<file path="config.mk">
export PLATFORM = sky130hd
export DESIGN_NAME = nibble_strobe_host
export DESIGN_NICKNAME = d
export VERILOG_FILES = /design/src/nibble_delay_counter.v /design/src/nibble_strobe_host.v
export VERILOG_INCLUDE_DIRS = /design/src
export SDC_FILE = /design/constraint.sdc
export NUM_CORES = 1
export LEC_CHECK = 0
export ABC_AREA = 1
export BUFFER_PORTS_ARGS = -buffer_cell sky130_fd_sc_hd__buf_2
export CAP_MARGIN = 20
export CORE_MARGIN = 4
export CORE_UTILIZATION = 42
export DETAILED_ROUTE_END_ITERATION = 16
export SLEW_MARGIN = 20
export SYNTH_ARGS = -nofsm -noshare
export SYNTH_HDL_FRONTEND = slang
export SYNTH_SLANG_ARGS = --single-unit
export TNS_END_PERCENT = 1
</file>
<file path="constraint.sdc">
create_clock -name clk -period 1.8 [get_ports clk]
set_clock_uncertainty 0.2 [all_clocks]
set_input_delay 0.36 -clock clk [delete_from_list [all_inputs] [get_ports clk]]
set_output_delay 0.36 -clock clk [all_outputs]
set_load 0.03 [all_outputs]
</file>
<file path="src/nibble_host_defines.vh">
// Constants for the nibble-bus expander host controller
`ifndef NIBBLE_HOST_DEFINES_VH
`define NIBBLE_HOST_DEFINES_VH
`define OP_READ 2'h0
`define OP_WRITE 2'h1
`define OP_OR_MERGE 2'h2
`define OP_AND_MERGE 2'h3
`define CLK_PERIOD_NS 100
`define READY_TIME_US 500
`define SETUP_TIME_NS 200
`define HOLD_TIME_NS 100
`define STROBE_LOW_NS 700
`define ACCESS_TIME_NS 650
`define SEL_SETUP_NS 50
`define CNT_W 16
`define CNT_ONE 16'h0001
`define CNT_ZERO 16'h0000
`define SYNC_STAGES 16'h0002
`define PORT_MODE_UNKNOWN 4'hf
`endif

</file>
<file path="src/nibble_delay_counter.v">
// Down-counter that signals the end of a programmed wait
`timescale 1ns/10ps
module nibble_delay_counter #(
  parameter WIDTH = 16
) (
  input wire clk,
  input wire reset_n,
  input wire load,
  input wire [WIDTH-1:0] load_value,
  output wire expired
);
  reg [WIDTH-1:0] count;
  assign expired = (count == {WIDTH{1'b0}});
  always @(posedge clk or negedge reset_n) begin
    if (!reset_n) begin
      count <= {WIDTH{1'b0}};
    end else if (load) begin
      count <= load_value;
    end else if (!expired) begin
      count <= count - {{(WIDTH-1){1'b0}}, 1'b1};
    end
  end
endmodule

</file>
<file path="src/nibble_strobe_host.v">
// Host controller that drives the nibble-bus port expander through its pins
// Overview of operation
// - Upper bits: 00 read, 01 write, 10 OR, 11 AND; lower bits port.
// - Host samples bus while strobe still low, then raises strobe.
// - Host puts data on bus after falling edge, raises strobe once valid.
// - Host waits about 500 us after power-up before any strobe.
// - Host does a dummy read when a port leaves output mode.
`timescale 1ns/10ps
`include "nibble_host_defines.vh"
module nibble_strobe_host #(
  parameter POWER_UP_CYCLES = (`READY_TIME_US * 1000 + `CLK_PERIOD_NS - 1) / `CLK_PERIOD_NS
) (
  input wire clk,
  input wire reset_n,
  input wire cmd_valid,
  input wire [1:0] cmd_op,
  input wire [1:0] cmd_port,
  input wire [3:0] cmd_data,
  output wire cmd_ready,
  output reg rsp_valid,
  output reg [3:0] rsp_data,
  output reg strobe,
  output reg unit_select,
  input wire [3:0] nibble_bus_in,
  output reg [3:0] nibble_bus_out,
  output reg nibble_bus_oe
);
  // ------------------------------------------------------------
  // Timing counts
  // ------------------------------------------------------------
  // Rounds up and never gives zero, so every wait lasts at least a cycle
  function [`CNT_W-1:0] cycles_up;
    input integer ns;
    integer t;
    begin
      t = (ns + `CLK_PERIOD_NS - 1) / `CLK_PERIOD_NS;
      if (t < 1) begin
        t = 1;
      end
      cycles_up = t[`CNT_W-1:0];
    end
  endfunction
  localparam [`CNT_W-1:0] SEL_CYC = cycles_up(`SEL_SETUP_NS);
  localparam [`CNT_W-1:0] SETUP_CYC = cycles_up(`SETUP_TIME_NS);
  localparam [`CNT_W-1:0] HOLD_CYC = cycles_up(`HOLD_TIME_NS);
  localparam [`CNT_W-1:0] LOW_CYC = cycles_up(`STROBE_LOW_NS);
  localparam [`CNT_W-1:0] ACC_CYC = cycles_up(`ACCESS_TIME_NS);
  localparam [`CNT_W-1:0] PWR_CYC = cycles_up(POWER_UP_CYCLES * `CLK_PERIOD_NS);
  // ------------------------------------------------------------
  // States
  // ------------------------------------------------------------
  localparam [7:0] S_POWER = 8'h01;
  localparam [7:0] S_IDLE = 8'h02;
  localparam [7:0] S_SELECT = 8'h04;
  localparam [7:0] S_ADDR = 8'h08;
  localparam [7:0] S_LOW = 8'h10;
  localparam [7:0] S_SAMPLE = 8'h20;
  localparam [7:0] S_HOLD = 8'h40;
  localparam [7:0] S_DONE = 8'h80;

  reg [7:0] state;
  reg [7:0] next_state;
  reg [1:0] op;
  reg [1:0] port;
  reg [3:0] data;
  reg [3:0] bus_sync1;
  reg [3:0] bus_sync2;
  reg load;
  reg [`CNT_W-1:0] load_value;
  wire expired;
  reg pwr_armed;
  reg hold_inst;
  reg dummy;
  reg [3:0] port_out;

  nibble_delay_counter #(.WIDTH(`CNT_W)) delay (
    .clk(clk),
    .reset_n(reset_n),
    .load(load),
    .load_value(load_value),
    .expired(expired)
  );

  // Ready only in idle, so a command is taken in one cycle
  assign cmd_ready = (state == S_IDLE);

  // Returned nibble crosses from the pins, so two stages first
  always @(posedge clk or negedge reset_n) begin
    if (!reset_n) begin
      bus_sync1 <= 4'h0;
      bus_sync2 <= 4'h0;
    end else begin
      bus_sync1 <= nibble_bus_in;
      bus_sync2 <= bus_sync1;
    end
  end

  // ------------------------------------------------------------
  // Sequencer
  // ------------------------------------------------------------
  always @* begin
    next_state = state;
    load = 1'b0;
    load_value = `CNT_ZERO;
    case (state)
      S_POWER: begin
        if (!pwr_armed) begin
          load = 1'b1;
          load_value = PWR_CYC;
        end else if (expired) begin
          next_state = S_IDLE;
        end
      end
      S_IDLE: begin
        if (cmd_valid) begin
          next_state = S_SELECT;
          load = 1'b1;
          load_value = SEL_CYC;
        end
      end
      S_SELECT: begin
        if (expired) begin
          next_state = S_ADDR;
          load = 1'b1;
          load_value = SETUP_CYC;
        end
      end
      S_ADDR: begin
        if (expired) begin
          next_state = S_LOW;
          load = 1'b1;
          // Read waits access time plus two sync stages
          load_value = (op == `OP_READ) ? ACC_CYC + `SYNC_STAGES : LOW_CYC;
        end
      end
      S_LOW: begin
        if (expired) begin
          next_state = (op == `OP_READ) ? S_SAMPLE : S_HOLD;
          load = 1'b1;
          load_value = HOLD_CYC;
        end
      end
      S_SAMPLE: begin
        next_state = S_HOLD;
        load = 1'b1;
        load_value = HOLD_CYC;
      end
      S_HOLD: begin
        if (expired) begin
          next_state = S_DONE;
        end
      end
      S_DONE: begin
        if (dummy) begin
          next_state = S_SELECT;
          load = 1'b1;
          load_value = SEL_CYC;
        end else begin
          next_state = S_IDLE;
        end
      end
      default: begin
        next_state = S_IDLE;
      end
    endcase
  end

  always @(posedge clk or negedge reset_n) begin
    if (!reset_n) begin
      state <= S_POWER;
    end else begin
      state <= next_state;
    end
  end

  // Power-up wait is loaded once right after reset release
  always @(posedge clk or negedge reset_n) begin
    if (!reset_n) begin
      pwr_armed <= 1'b0;
    end else begin
      pwr_armed <= 1'b1;
    end
  end

  // ------------------------------------------------------------
  // Pin and response registers
  // ------------------------------------------------------------
  always @(posedge clk or negedge reset_n) begin
    if (!reset_n) begin
      op <= 2'h0;
      port <= 2'h0;
      data <= 4'h0;
      strobe <= 1'b1;
      unit_select <= 1'b1;
      nibble_bus_out <= 4'h0;
      nibble_bus_oe <= 1'b0;
      rsp_valid <= 1'b0;
      rsp_data <= 4'h0;
      hold_inst <= 1'b0;
      dummy <= 1'b0;
      // Expander keeps its modes across our reset, so assume every port may be an output
      port_out <= `PORT_MODE_UNKNOWN;
    end else begin
      rsp_valid <= 1'b0;
      case (state)
        S_IDLE: begin
          if (cmd_valid) begin
            op <= cmd_op;
            port <= cmd_port;
            data <= cmd_data;
            unit_select <= 1'b0;
            nibble_bus_out <= {cmd_op, cmd_port};
            nibble_bus_oe <= 1'b1;
            dummy <= (cmd_op == `OP_READ) && port_out[cmd_port];
            port_out[cmd_port] <= (cmd_op != `OP_READ);
          end
        end
        S_ADDR: begin
          if (expired) begin
            strobe <= 1'b0;
            hold_inst <= 1'b1;
          end
        end
        S_LOW: begin
          hold_inst <= 1'b0;
          // Opcode stays one cycle past the fall to meet the expander's hold time
          if (hold_inst) begin
            if (op == `OP_READ) begin
              nibble_bus_oe <= 1'b0;
            end else begin
              nibble_bus_out <= data;
            end
          end
          if (expired && op != `OP_READ) begin
            strobe <= 1'b1;
          end
        end
        S_SAMPLE: begin
          rsp_data <= bus_sync2;
          strobe <= 1'b1;
        end
        S_HOLD: begin
          if (expired) begin
            nibble_bus_oe <= 1'b0;
            unit_select <= 1'b1;
          end
        end
        S_DONE: begin
          if (dummy) begin
            // Throwaway read done; repeat it now that the port has turned around
            dummy <= 1'b0;
            unit_select <= 1'b0;
            nibble_bus_out <= {op, port};
            nibble_bus_oe <= 1'b1;
          end else begin
            rsp_valid <= (op == `OP_READ);
          end
        end
        default: begin
          strobe <= 1'b1;
        end
      endcase
    end
  end

endmodule

</file>
==> flow_summary.toml <==
[outcome]
outcome = "complete, but fails checks"
failed_checks = "setup timing"

[global_routing]
antenna_found_initial = 0
grt_pass1_wl_mm = 13.7
grt.overflow.total = 0
grt_use_met1_pct = 24.8
grt_use_met3_pct = 4.42
use_met2_pct = 32.6
grt_busiest_layer = "met2"
grtUsageTotal_pct = 19.6
grt_max_degree = 60
grt_pass1_vias = 2963

[worst_setup_path]
crit-reg2reg-launch = "state[6]"
worstSetupEndpointType = "register"
startpoint = "state[6]"
startpoint_type = "register"
required_ns = 1.83
worst_r2r_path_depth = 11
cp.arrival_ns = 1.89
r2r_end = "nibble_bus_out[3]"
worstSetupPathType = "reg -> reg"
r2r_slack_ns = -0.07
path_max_fanout = 7

[die]
start_util_pct = 43.7
die_x_um = 95.3
die_y_um = 95.3
coreArea_um2 = 7330
io_pins = 28
rows = 31
die-area_um2 = 9080

[routing]
drc = 0
wl_per_cell_um = 13.3
vias = 2851
vias_per_cell = 4.77
drtIter0Drc = 135
ant_nets = 0
wl_mm = 7.93
firstDrtPassIters = 4

[clock_network]
clockRootBuffer = "clkbuf_8"
cts_inserted_buffers = 9
clkSinkCount = 59
clk_path_buf_depth = 2
clk_pin_slew_ns = 0.07
cts_tree = "done"
insertion_delay_ns = 0.34
htree_levels = 3

[min_path]
hold_class = "in -> reg"
min_path_cells = 3
min_to = "data[1]"
min_from = "cmd_data[1]"

[sta]
setup_slack_ns = -0.0664
period_minus_slack_ns = 1.87
hold_slack_ns = 0.0285
hold_viol_final = 0
slew_viol_final = 0
finalSetupViolCount = 18
fmax_ghz = 0.536
post-route-period-util_pct = 104
rsz0062_at_grt = "true"

[logic_synthesis]
postSynth.asyncResetShare_pct = 100
syn-instance-count = 386
syn_area_um2 = 3200
yosysSeqAreaShare_pct = 46.4
avgSynthCellArea_um2 = 8.29
synth_edf_count = 0
yosysUniqueCellTypes = 38
synth_warnings = 0
ys_ff_latch = 59
syn-num-nets = 403
synth-main-ff-cell = "dfrtp_1"

[cells_and_area]
n_antenna_cell = 0
drive_gt1_share_pct = 41.9
final_common_cell = "nand2_1"
layout.nets = 511
fill_cells = 600
syn_to_final_growth_pct = 42.8
layout.cells.non_filler = 598
layout_common_cells = "nand2_1, buf_4, dfrtp_1"

[power_and_ir_drop]
max-vdd-ir-drop_mv = 0.885
leakagePower_nw = 2.36
power_density_nw_per_um2 = 1470
power_mw = 6.73

[place]
gp_congestion = 0.876
placed_cells = 556
place_ws_ns = -0.102
numPortBuffers = 27
dp_hpwl_mm = 5.50

[job]
drv_cap = 0
routing by layer:
| metal | share of wire, % | up-vias |
|---|---|---|
| met5 | 0 | - |
| met4 | 2.1 | 0 |
| met3 | 3.0 | 15 |
| met2 | 50 | 43 |
| met1 | 45 | 1334 |
| li1 | - | 1459 |
cells in the mapped netlist, drive strengths merged, types with 2 or more instances:
cell	n	area [um^2]
o221ai	2	17.5
a21oi	6	30.0
buf	2	10.0
nand4	8	56.3
o21ai	20	104
ha	2	25.0
nand2	110	455
dfrtp	52	1300
xnor2	2	17.5
nor3	8	45.0
nand3	38	233
xor2	7	61.3
dfstp	7	184
nand3b	4	46.3
o211ai	4	30.0
inv	47	179
mux2	4	45.0
nor2	58	320
final cells by class:
| type | instances | area (um^2) | area share (%) |
|---|---|---|---|
| multi-input combinational | 278 | 1770 | 38.8 |
| inverter | 47 | 184 | 4.03 |
| clock buffer | 12 | 155 | 3.40 |
| sequential | 59 | 1490 | 32.5 |
| timing repair buffer | 99 | 774 | 16.9 |
| clock inverter | 4 | 73.8 | 1.62 |
| tap | 99 | 124 | 2.71 |
power by group:
part | total, mW | internal (mW) | switching [mW]
clock | 1.38 | 0.856 | 0.527
combinational | 3.33 | 1.43 | 1.91
sequential | 2.01 | 1.74 | 0.267
kinds of logic (layout without fill, tap and decap cells):
family / after synthesis / after routing / share of synthesized area (%)
AOI/OAI and AO/OA: 35 / 35 / 6.41
and+or+nand+nor: 227 / 227 / 36.5
buffers and inverters: 49 / 162 / 5.90
adders and majority gates: 2 / 2 / 0.782
muxes: 4 / 4 / 1.41
other: 1 / 1 / 0.117
xor gates and xnor gates: 9 / 9 / 2.46
DFF: 59 / 59 / 46.4
worst max-delay path by stage:
stage	endpoint	cells past startpoint
6_report	nibble_bus_out[3]	11
5_1_grt	nibble_bus_out[0]	11
4_1_cts	delay.count[0]	11
3_5_place_dp	delay.count[0]	11
3_3_place_gp	delay.count[0]	11
2_1_floorplan	delay.count[0]	11
critical path, cell delays in order, from the launching register on:
cell and delay, ns:
dfrtp_1 0.44, buf_6 0.15, inv_4 0.05, nand2_2 0.06, nor2_4 0.22, buf_6 0.14, nand2_4 0.06, buf_6 0.15
nand3_1 0.07, o221ai_2 0.10, nand2_1 0.07, nand2_1 0.04
registers in the layout (all words and copies together) (netlist names):
register	flops
rsp_data	4
nibble_bus_out	4
delay.count	16
port	2
bus_sync2	4
dummy	1
rsp_valid	1
strobe	1
unit_select	1
data	4
hold_inst	1
op	2
bus_sync1	4
nibble_bus_oe	1
state	8
port_out	4
pwr_armed	1
per-stage QoR:
step / setup TNS [ns] / cell area, um^2 / util, %
finish: -0.686 / 4570 / 62.3
global route: -3.18 / 4570 / 62.3
global placement: -0.419 / 3840 / 52.4
CTS: -0.775 / 4330 / 59.0
floorplan: 0 / 3210 / -
detailed placement: -0.994 / 3840 / 52.4
timing repair:
item	in CTS	in global routing
resized for setup	17	54
hold buffers	5	0
pin swaps	9	30
endpoints found under the hold margin	56	0
buffers inserted	17	4
endpoints found under the setup margin	27	39
No activity file was read; power rests on OpenSTA's default activity.
